[src/energy_pulse_regs.vh]
`ifndef ENERGY_PULSE_REGS_VH
`define ENERGY_PULSE_REGS_VH

// Register port geometry
`define REG_ADDR_W          6
`define REG_WDATA_W         16
`define REG_RDATA_W         40

// Register addresses
`define ADDR_MODE           6'h06
`define ADDR_IRQ_ENABLE     6'h08
`define ADDR_IRQ_STATUS     6'h09
`define ADDR_IRQ_RSTATUS    6'h0a
`define ADDR_POWER_OFFSET   6'h0d
`define ADDR_PULSE_NUM      6'h0f
`define ADDR_PULSE_DEN      6'h10
`define ADDR_LINE_CYCLE     6'h14

// Field positions
`define MODE_CYCLE_BIT      7
`define IRQ_CYCLE_END_BIT   2

// Field widths
`define SAMPLE_W            16
`define OFFSET_W            16
`define DIV_W               12
`define HALF_CYC_W          14
`define PULSE_INT_W         24
`define LINE_INT_W          40
`define FRAC_W              8

// Reset values
`define PULSE_DEN_RESET     12'h03f
`define PULSE_NUM_RESET     12'h000
`define OFFSET_RESET        16'h0000
`define HALF_CYC_RESET      14'h0000

// One accumulator update every this many clocks
`define UPDATE_PERIOD       4
`define UPDATE_LAST         2'h3

`endif

[src/energy_pulse_line_accum.v]
`timescale 1ns/1ps
`include "energy_pulse_regs.vh"

// Behaviour
// - A signed 16-bit power offset is added to every power sample.
// - Offset value 256 equals one sample LSB.
// - A separate 32-bit pulse accumulator continuously sums the power sample.
// - A raw pulse occurs when the pulse accumulator MSB rises zero to one.
// - The pulse accumulator takes one sample every four clocks.
// - Raw pulse rate scales by (numerator+1)/(denominator+1) to the output for numerator up to denominator; above it, one output per raw pulse.
// - Reset loads denominator 3Fh and numerator 0h.
// - Mode register bit 7 set selects line-cycle accumulation.
// - After the first period, which starts at the mode write, line-cycle sums cover whole half cycles between zero crossings.
// - The 14-bit half-cycle count register sets the period length.
// - The line-cycle result is a 40-bit signed value that may overflow.
// - Each period end sets the cycle-end flag, status bit 2.
// - With cycle-end enabled, the open-drain interrupt pin is driven low.
// - A new period starts right after each one while the mode stays set.
// - Address 14h reads the cycle result and writes the half-cycle count.
// - Accumulation is signed; negative samples reduce the totals.
// - Accumulators wrap around on overflow and underflow and keep counting.
module energy_pulse_line_accum
(
    input  wire        i_clock,
    input  wire        i_resetn,
    input  wire [15:0] i_power_sample,
    input  wire        i_zero_cross,
    input  wire [5:0]  i_reg_addr,
    input  wire [15:0] i_reg_wdata,
    input  wire        i_reg_we,
    input  wire        i_reg_re,
    output wire [39:0] o_reg_rdata,
    output wire        o_calibration_pulse_out,
    output wire        o_irq_n_out,
    output wire        o_irq_n_oe
);

    localparam ST_IDLE = 2'b01;
    localparam ST_RUN  = 2'b10;

    // Configuration registers
    reg  [15:0] power_offset_ff;
    reg  [11:0] pulse_divider_numerator_ff;
    reg  [11:0] pulse_divider_denominator_ff;
    reg  [13:0] half_cycle_count_ff;
    reg         cycle_mode_bit_ff;
    reg         cycle_end_enable_ff;
    reg         cycle_end_flag_ff;
    reg         nxt_cycle_end_flag;

    // Datapath state
    reg  [1:0]  phase_ff;
    reg  [31:0] pulse_acc_ff;
    reg  [12:0] div_acc_ff;
    reg  [12:0] nxt_div_acc;
    reg         cal_pulse_ff;
    reg         nxt_cal_pulse;
    reg  [47:0] line_acc_ff;
    reg  [47:0] nxt_line_acc;
    reg  [39:0] line_cycle_energy_result_ff;
    reg  [39:0] nxt_line_result;
    reg  [13:0] remain_ff;
    reg  [13:0] nxt_remain;
    reg  [1:0]  state_ff;
    reg  [1:0]  nxt_state;
    reg         cycle_end_evt;
    reg  [39:0] reg_rdata_ff;
    reg  [39:0] nxt_rdata;
    reg         irq_oe_ff;
    reg         irq_out_ff;

    wire        tick;
    wire [24:0] corrected;
    wire [31:0] pulse_sum;
    wire        raw_pulse;
    wire [13:0] div_sum;
    wire [13:0] div_limit;
    wire        rd_clear;

    assign o_reg_rdata             = reg_rdata_ff;
    assign o_calibration_pulse_out = cal_pulse_ff;
    assign o_irq_n_out             = irq_out_ff;
    assign o_irq_n_oe              = irq_oe_ff;

    assign tick = (phase_ff == `UPDATE_LAST);

    assign corrected = {i_power_sample[15], i_power_sample, 8'h00}
                     + {{9{power_offset_ff[15]}}, power_offset_ff};

    assign pulse_sum = pulse_acc_ff + {{7{corrected[24]}}, corrected};

    // MSB rising edge of the pulse accumulator
    assign raw_pulse = tick & ~pulse_acc_ff[31] & pulse_sum[31];

    // Rate divider sums, two bits wider than the 12-bit ratio registers
    assign div_sum   = {1'b0, div_acc_ff}
                     + {2'b00, pulse_divider_numerator_ff} + 14'h0001;
    assign div_limit = {2'b00, pulse_divider_denominator_ff} + 14'h0001;

    assign rd_clear = i_reg_re & (i_reg_addr == `ADDR_IRQ_RSTATUS);

    // Register writes; unmapped and read-only addresses are ignored
    always @(posedge i_clock or negedge i_resetn)
    begin
        if (!i_resetn)
        begin
            power_offset_ff              <= `OFFSET_RESET;
            pulse_divider_numerator_ff   <= `PULSE_NUM_RESET;
            pulse_divider_denominator_ff <= `PULSE_DEN_RESET;
            half_cycle_count_ff          <= `HALF_CYC_RESET;
            cycle_mode_bit_ff            <= 1'b0;
            cycle_end_enable_ff          <= 1'b0;
        end
        else if (i_reg_we)
        begin
            case (i_reg_addr)
                `ADDR_POWER_OFFSET:
                    power_offset_ff <= i_reg_wdata;
                `ADDR_PULSE_NUM:
                    pulse_divider_numerator_ff <= i_reg_wdata[11:0];
                `ADDR_PULSE_DEN:
                    pulse_divider_denominator_ff <= i_reg_wdata[11:0];
                // write side of the shared address
                `ADDR_LINE_CYCLE:
                    half_cycle_count_ff <= i_reg_wdata[13:0];
                `ADDR_MODE:
                    cycle_mode_bit_ff <= i_reg_wdata[`MODE_CYCLE_BIT];
                `ADDR_IRQ_ENABLE:
                    cycle_end_enable_ff <= i_reg_wdata[`IRQ_CYCLE_END_BIT];
                default:
                    cycle_mode_bit_ff <= cycle_mode_bit_ff;
            endcase
        end
    end

    // Update phase and pulse accumulator
    always @(posedge i_clock or negedge i_resetn)
    begin
        if (!i_resetn)
        begin
            phase_ff     <= 2'h0;
            pulse_acc_ff <= 32'h0000_0000;
        end
        else
        begin
            phase_ff <= phase_ff + 2'h1;
            if (tick)
                pulse_acc_ff <= pulse_sum;
        end
    end

    // fractional divider; at most one output per raw pulse
    always @*
    begin
        nxt_div_acc   = div_acc_ff;
        nxt_cal_pulse = 1'b0;
        if (raw_pulse)
        begin
            if (div_sum >= div_limit)
            begin
                nxt_div_acc   = div_sum[12:0] - div_limit[12:0];
                nxt_cal_pulse = 1'b1;
            end
            else
            begin
                nxt_div_acc = div_sum[12:0];
            end
        end
    end

    always @(posedge i_clock or negedge i_resetn)
    begin
        if (!i_resetn)
        begin
            div_acc_ff   <= 13'h0000;
            cal_pulse_ff <= 1'b0;
        end
        else
        begin
            div_acc_ff   <= nxt_div_acc;
            cal_pulse_ff <= nxt_cal_pulse;
        end
    end

    // Line-cycle sequencer
    always @*
    begin
        nxt_state       = state_ff;
        nxt_line_acc    = line_acc_ff;
        nxt_remain      = remain_ff;
        nxt_line_result = line_cycle_energy_result_ff;
        cycle_end_evt   = 1'b0;
        case (state_ff)
            ST_IDLE:
            begin
                // mode bit starts the first period
                if (cycle_mode_bit_ff)
                begin
                    nxt_state    = ST_RUN;
                    nxt_line_acc = 48'h0000_0000_0000;
                    nxt_remain   = half_cycle_count_ff;
                end
            end
            ST_RUN:
            begin
                if (!cycle_mode_bit_ff)
                begin
                    nxt_state = ST_IDLE;
                end
                else
                begin
                    if (tick)
                        nxt_line_acc = line_acc_ff
                                     + {{23{corrected[24]}}, corrected};
                    // count half cycles at zero crossings
                    if (i_zero_cross)
                    begin
                        if (remain_ff <= 14'h0001)
                        begin
                            nxt_line_result = nxt_line_acc[47:8];
                            nxt_line_acc    = 48'h0000_0000_0000;
                            nxt_remain      = half_cycle_count_ff;
                            cycle_end_evt   = 1'b1;
                        end
                        else
                        begin
                            nxt_remain = remain_ff - 14'h0001;
                        end
                    end
                end
            end
            default:
                nxt_state = ST_IDLE;
        endcase
    end

    always @(posedge i_clock or negedge i_resetn)
    begin
        if (!i_resetn)
        begin
            state_ff                    <= ST_IDLE;
            line_acc_ff                 <= 48'h0000_0000_0000;
            remain_ff                   <= 14'h0000;
            line_cycle_energy_result_ff <= 40'h00_0000_0000;
        end
        else
        begin
            state_ff                    <= nxt_state;
            line_acc_ff                 <= nxt_line_acc;
            remain_ff                   <= nxt_remain;
            line_cycle_energy_result_ff <= nxt_line_result;
        end
    end

    // sticky flag, a new event beats the read clear
    always @*
    begin
        nxt_cycle_end_flag = cycle_end_flag_ff;
        if (cycle_end_evt)
            nxt_cycle_end_flag = 1'b1;
        else if (rd_clear)
            nxt_cycle_end_flag = 1'b0;
    end

    // Read data, registered; unmapped addresses read zero
    always @*
    begin
        nxt_rdata = reg_rdata_ff;
        if (i_reg_re)
        begin
            nxt_rdata = 40'h00_0000_0000;
            case (i_reg_addr)
                `ADDR_POWER_OFFSET:
                    nxt_rdata[15:0] = power_offset_ff;
                `ADDR_PULSE_NUM:
                    nxt_rdata[11:0] = pulse_divider_numerator_ff;
                `ADDR_PULSE_DEN:
                    nxt_rdata[11:0] = pulse_divider_denominator_ff;
                // read side of the shared address
                `ADDR_LINE_CYCLE:
                    nxt_rdata = line_cycle_energy_result_ff;
                `ADDR_MODE:
                    nxt_rdata[`MODE_CYCLE_BIT] = cycle_mode_bit_ff;
                `ADDR_IRQ_ENABLE:
                    nxt_rdata[`IRQ_CYCLE_END_BIT] = cycle_end_enable_ff;
                `ADDR_IRQ_STATUS,
                `ADDR_IRQ_RSTATUS:
                    nxt_rdata[`IRQ_CYCLE_END_BIT] = cycle_end_flag_ff;
                default:
                    nxt_rdata = 40'h00_0000_0000;
            endcase
        end
    end

    always @(posedge i_clock or negedge i_resetn)
    begin
        if (!i_resetn)
        begin
            cycle_end_flag_ff <= 1'b0;
            reg_rdata_ff      <= 40'h00_0000_0000;
            irq_oe_ff         <= 1'b0;
            irq_out_ff        <= 1'b0;
        end
        else
        begin
            cycle_end_flag_ff <= nxt_cycle_end_flag;
            reg_rdata_ff      <= nxt_rdata;
            irq_oe_ff         <= nxt_cycle_end_flag & cycle_end_enable_ff;
            irq_out_ff        <= 1'b0;
        end
    end

endmodule

[config.mk]
export PLATFORM = sky130hd
export DESIGN_NAME = energy_pulse_line_accum
export DESIGN_NICKNAME = d
export VERILOG_FILES = /design/src/energy_pulse_line_accum.v
export VERILOG_INCLUDE_DIRS = /design/src
export SDC_FILE = /design/constraint.sdc
export NUM_CORES = 1
export LEC_CHECK = 0
export BUFFER_PORTS_ARGS = -buffer_cell sky130_fd_sc_hd__clkbuf_2
export CORE_ASPECT_RATIO = 1.4
export CORE_UTILIZATION = 55
export DETAILED_ROUTE_END_ITERATION = 7
export PLACE_DENSITY_LB_ADDON = 0.3
export SYNTH_ARGS = -nofsm -noshare
export SYNTH_HDL_FRONTEND = slang
export SYNTH_SLANG_ARGS = --single-unit
[constraint.sdc]
create_clock -name i_clock -period 9.4 [get_ports i_clock]
set_input_delay 0.47 -clock i_clock [delete_from_list [all_inputs] [get_ports i_clock]]
set_output_delay 0.47 -clock i_clock [all_outputs]
set_load 0.1 [all_outputs]
; After elaboration in Yosys (flattened, before gate mapping)
; Cells that the tools add are included.
[op_classes]
bitwise = 5
n_eq_ne = 15
div_mod_pow = 0
n_reduce_logical = 12
addsub = 9
shift = 0
n_mul = 0
mux = 30
magnitude_cmp = 2
[op_table]
columns = op, n
row1 = $mux 48, 5
row2 = $pmux 48 s2, 1
row3 = $mux 14, 4
row4 = $add 48x48->48, 1
row5 = $add 32x32->32, 1
row6 = $pmux 4 s4, 2
row7 = $eq 6x4->1 const B, 5
row8 = $pmux 14 s2, 1
row9 = $add 24x16->25, 1
row10 = $mux 24, 1
row11 = $add 13x12->14, 1
row12 = $add 14x1->14 const B, 1
row13 = $ge 14x13->1, 1
row14 = $le 14x1->1 const B, 1
row15 = $reduce_and 2->1, 7
row16 = $sub 14x1->14 const B, 1
row17 = $add 12x1->13 const B, 1
row18 = $mux 13, 1
row19 = $sub 13x13->13, 1
row20 = $eq 6x5->1 const B, 2
row21 = $mux 1, 8
row22 = $ne 2x2->1 const B, 4
row23 = $pmux 2 s4, 1
row24 = $pmux 4 s2, 1
row25 = 14 further kinds, 20
[totals]
mem_bits_rw = 0
mem_count = 0
inputBits = 43
output_inout_bits = 43
mem_bits_ro = 0
reg_bits = 250
latchBits = 0

; Logic depth before layout (Yosys ltp)
[logic_depth]
word_depth = 7
ltp_mapped = 24

; Worst setup path after synthesis
; Ideal clock, no wire load.
[synth_path]
path_kind = input -> register
startpoint = in i_power_sample[0]
endpoint = reg line_acc_ff[47]
stages = 22
slack_ps = 4319
t_arrival_ps = 4957
n_path_buf = 0
t_required_ps = 9276
cell_sequence = ha_1 inv_1 fa_1 nor2b_1 o21ai_0 a21boi_1 o21bai_1 a21oi_1 nor2_1 a21oi_1 inv_1 ha_1 a21o_1 a21o_1 a21o_1 o2111a_1 o21ai_0 a311o_1 nand3_1 xor2_1 o211a_1 a211o_1
[synth_between]
elab_chain_cells = 7
[synth_lines]
columns = item, line_no
row1 = "start, declared", energy_pulse_line_accum.v:26  ; input wire [15:0] i_power_sample,
row2 = $add 24x16->25 *, energy_pulse_line_accum.v:88  ; + {{9{power_offset_ff[15]}}, power_offset_ff};
row3 = $add 48x48->48 *, energy_pulse_line_accum.v:214  ; + {{23{corrected[24]}}, corrected};
row4 = $mux 48 *, energy_pulse_line_accum.v:212  ; if (tick)
row5 = $mux 48, energy_pulse_line_accum.v:218  ; if (remain_ff <= 14'h0001)
row6 = $mux 48 *, energy_pulse_line_accum.v:216  ; if (i_zero_cross)
row7 = $mux 48 *, energy_pulse_line_accum.v:206  ; if (!cycle_mode_bit_ff)
row8 = $pmux 48 s2 *, energy_pulse_line_accum.v:193  ; case (state_ff)
row9 = "end signal, assigned", energy_pulse_line_accum.v:249  ; line_acc_ff <= nxt_line_acc;
row10 = "end, declared", energy_pulse_line_accum.v:58  ; reg [47:0] line_acc_ff;
; Mark *: on every way between the ends. The rest lies on a longest branch, timed or not. The select of a mux whose other input is x is not followed.
; A chain may end at the register's enable or synchronous reset.

; Worst setup path in the final report
[layout_path]
startpoint = reg power_offset_ff[8]
endpoint = reg line_acc_ff[45]
[layout_between]
elab_chain_cells = 7
[layout_lines]
columns = item, line_no
row1 = "start, declared", energy_pulse_line_accum.v:42  ; reg [15:0] power_offset_ff;
row2 = "start signal, assigned", energy_pulse_line_accum.v:107  ; power_offset_ff <= `OFFSET_RESET;
row3 = "start signal, assigned", energy_pulse_line_accum.v:118  ; power_offset_ff <= i_reg_wdata;
row4 = $add 24x16->25 *, energy_pulse_line_accum.v:88
row5 = $add 48x48->48 *, energy_pulse_line_accum.v:214
row6 = $mux 48 *, energy_pulse_line_accum.v:212
row7 = $mux 48, energy_pulse_line_accum.v:218
row8 = $mux 48 *, energy_pulse_line_accum.v:216
row9 = $mux 48 *, energy_pulse_line_accum.v:206
row10 = $pmux 48 s2 *, energy_pulse_line_accum.v:193
; Marks and branches as above.

==> impl.org <==
** Place
- In this run the tool buffered the top-level ports with 84 buffer cells.
- Once detailed placement completed, the half-perimeter wirelength came to between 30000 and 40000 µm.
- Worst-case setup slack after placement :: approximately 3.5 ns
- Final weighted congestion in routability-driven placement :: between 0.9 and 1

** Clocking
- Counting every sink on the clock net gives 250.
- In this run the deepest clock path goes through 3 buffers.
- The clock reaches the later pin of the worst-skew pair after 0.55 ns.
- Clock-pin slew was measured on the worst setup and hold paths at 0.07 ns.
- Post-CTS repair changed the size of 0 cells.
- CTS built an H-tree with a depth of 1.
- Counting the buffers created by CTS gives 25.
- Clk Tree Root Cell :: sky130_fd_sc_hd__clkbuf_16
- The number of setup buffers added after CTS is 0.
- The number of hold buffers added after CTS was 0.
- TritonCTS built the clock tree.

** Global routing
- Antenna violations before repair :: 0
- Global-route wire length before repair :: between 70000 and 80000 µm
- Vias in the first global route :: 13600
- Entering global routing, the biggest net connects around 110 pins.
- For this run, global-route usage on met3 was measured as around 2.9%.
- For this run, global-route usage on met1 was measured as between 30% and 40%.
- Total congestion overflow :: 0
- The global routing stage identified its most utilized layer as met2.
- In the global route stage, met2 resource usage came out at between 50% and 60%.
- Global routing consumed, over all layers together, between 20% and 30% of the routing resources.

** Timing
- Adding up every negative setup slack in the final design gives 0 ns.
- After layout, the minimum clock period comes to 5.78 ns.
- Max-slew violation count :: 0
- Slew at the pin with the worst max-slew slack :: roughly 1.2 ns
- Of the available clock period, the critical path in the final layout requires 61.5%.
- Timing would allow up to ~170 MHz.
- Worst setup slack after layout :: approximately 3.6 ns
- Endpoints failing hold :: 0
- Worst rel slew slack :: between 10% and 20%
- Setup repair after global routing left no endpoint under its margin.
- Finish-stage setup viols :: 0
- Worst clock skew :: 0.0229 ns

** Layout
- Inserted Diodes :: 0
- Share of the core filled with cells in the final layout :: between 60% and 70%
- Leaving out fill and tap cells, the most frequent cell in the layout is sky130_fd_sc_hd__dfrtp_1.
- The final layout contains about 2000 nets.
- Most frequent cells in the layout :: sky130_fd_sc_hd__dfrtp_1, sky130_fd_sc_hd__o21ai_0, sky130_fd_sc_hd__nand2_1
- Cells with a size suffix above 1 make up 14.8% of the layout.
- Relative to the synthesized area, the layout overhead comes to 9.33%.

** Routing
- Iteration-0 DRC count of the detailed router :: between 700 and 800
- Detailed routing inserted a total of approximately 13000 vias.
- The count of nets left with antenna violations once routing finished came out at 0.
- Post-route DRC violation count :: 0
- The first TritonRoute pass finished after 7 iterations.
- Wires add up to approximately 44000 µm.
- Avg Vias per Cell :: just over 6
- In the final routed layout, each cell accounts on average for between 20 and 25 µm.

** Critical path
- Critical path required time :: 9.82 ns
- Cell with the most instances on the worst path :: sky130_fd_sc_hd__a21oi_1
- On the critical path, the stage with the largest delay is an instance of sky130_fd_sc_hd__a21oi_1.
- Gate family responsible for the most delay along the worst path :: compound AO/OA/AOI/OAI gates
- Kind of capture point of the worst setup path :: flop
- The critical path in this run is classified as flop to flop.
- Combined buffer and inverter count along the critical path :: 3
- Stage delay of the slowest cell on the critical path :: 0.59 ns
- The setup check on the worst reg-to-reg path leaves a slack of 3.62 ns.
- Crit-path cells :: ha_1 > inv_1 > fa_1 > nor2b_1 > o21ai_0 > a21boi_1 > o21bai_1 > a21oi_1 > nor2_1 > a21oi_1 > inv_1 > buf_4 > ha_1 > a2111oi_0 > o21ai_0 > a41oi_1 > o211ai_1 > o21ai_0 > a21oi_1 > o211ai_1 > a211o_1 > a21oi_1 > a221o_1
- Startpoint Class :: flop
- Of all nets on the critical path, the largest fanout is 28.
- Data arrival time of the worst path :: 6.20 ns

** Synthesis
- Number of flops mapped to enable cells by yosys :: 0
- Number of instances in the synthesized netlist :: roughly 1700
- After synthesis, the share of flip-flops with an asynchronous set or reset is 100%.
- After synthesis the netlist holds a flip-flop and latch count of 250.
- Net count after synthesis :: 1918
- After synthesis the cells add up to 16500 µm².
- Sequential-to-total area share from yosys stat :: a little under two fifths
- Count of yosys warnings during synthesis :: 0
- Post-synthesis area per instance :: approximately 9.5 µm²
- After synthesis, the netlist uses about 80 different library cells.
- For this run, the leading register cell type out of synthesis is sky130_fd_sc_hd__dfrtp_1.

** Floorplanning
- Die Height :: between 200 and 250 µm
- Die width :: between 100 and 150 µm
- Initial cell density of the core :: a little under three fifths
- In this run the core area contains 74 standard-cell rows.
- Core box area :: just under 30000 µm²
- Total die area :: between 30000 and 40000 µm²
- Pin placement for this block handled 86 I/O pins.

** Power
- Leak pwr :: approximately 8.4 nW
- Max rail drop VDD :: ~0.00016 V
- Power spread over the standard cell area amounts to ~270 nW/µm².

** Flow run
- The tool flagged a number of max-cap violations equal to 0.

** Outcome
- The run finished with clean final reports.

** Worst hold path
- The tightest min-delay check is of the input pin to async pin type.
-- report_power, final --
group	switching (W)	leakage [nW]	internal, W
clock	0.000433	0.411	0.000604
sequential	0.000144	3.28	0.00125
combinational	0.00139	4.72	0.00107
total	0.00197	8.41	0.00292
-- registers in the layout (all words and copies together) (netlist names), 13 cells and up --
name,count
half_cycle_count_ff,14
o_reg_rdata,40
div_acc_ff,13
line_cycle_energy_result_ff,40
remain_ff,14
pulse_acc_ff,32
line_acc_ff,48
power_offset_ff,16
-- cell type report --
| class | count | area (µm²) |
|---|---|---|
| inverter | 76 | 285 |
| clock buffer | 35 | 703 |
| tap | 380 | 475 |
| multi-input combinational | 1344 | 9670 |
| sequential | 250 | 6260 |
| fill | 2488 | 11300 |
| clock inverter | 10 | 131 |
| timing repair buffer | 94 | 505 |
-- stage by stage --
step	hold WS, ns	power, W	instances	cell area (µm²)
6_report	0.0108	0.00489	2189	18000
5_1_grt	0.0840	0.00523	2189	18000
4_1_cts	0.0459	0.00490	2189	18000
3_5_place_dp	0.472	0.00384	2144	17200
3_3_place_gp	0.465	0.00377	2144	17200
2_1_floorplan	0.174	0.00332	1743	16500
-- layer usage --
| layer | part of all wire (%) | vias to the layer above |
|---|---|---|
| met3 | 3.4 | 108 |
| met4 | 4.5 | 0 |
| met1 | 41 | 6640 |
| met5 | 0 | - |
| li1 | - | 6457 |
| met2 | 51 | 288 |
-- cells in the mapped netlist (all sizes together), types with 11 or more instances --
library cell,instances,area [µm²]
dfrtp,243,6080
o21ai,153,769
nand2,139,524
a21oi,136,684
ha,127,1590
nor2,108,405
mux2,100,1140
inv,75,282
xnor2,71,622
clkbuf,63,246
nand3,54,270
a21o,47,353
mux2i,47,470
xor2,42,368
nor3,30,161
a22o,29,254
nand4,24,150
o21a,20,150
a31oi,18,125
a22oi,17,128
and2,13,81.3
nand2b,12,75.1
and3,11,71.3
nor2b,11,68.8
o21bai,11,86.3
or3,11,68.8
-- logic make-up (layout without fill, tap and decap cells) --
group                    after synthesis  count (layout)  share of synthesized area [%]
buffers and inverters                149             215                           3.55
adder cells (fa/ha/maj)              132             132                           10.2
multiplexers                         148             148                           9.93
AND/OR/NAND/NOR                      438             438                           12.5
AO/OA/AOI/OAI                        512             512                           19.8
XOR/XNOR                             113             113                           6.00
flip-flops                           250             250                           38.0
other                                  1               1                         0.0227
-- path summary, 6_finish.rpt --
check                           depth (start not counted)                         endpoint                       startpoint
worst max-delay path                                   23                  line_acc_ff[45]               power_offset_ff[8]
worst min-delay path                                    1                 pulse_acc_ff[21]                         i_resetn
worst max register to register                         23                  line_acc_ff[45]               power_offset_ff[8]
worst min register to register                          2  line_cycle_energy_result_ff[20]  line_cycle_energy_result_ff[20]
max in group asynchronous                               2   line_cycle_energy_result_ff[0]                         i_resetn
min in group i_clock                                    2              power_offset_ff[14]                  i_reg_wdata[14]
(Power assumes the default switching activity.)
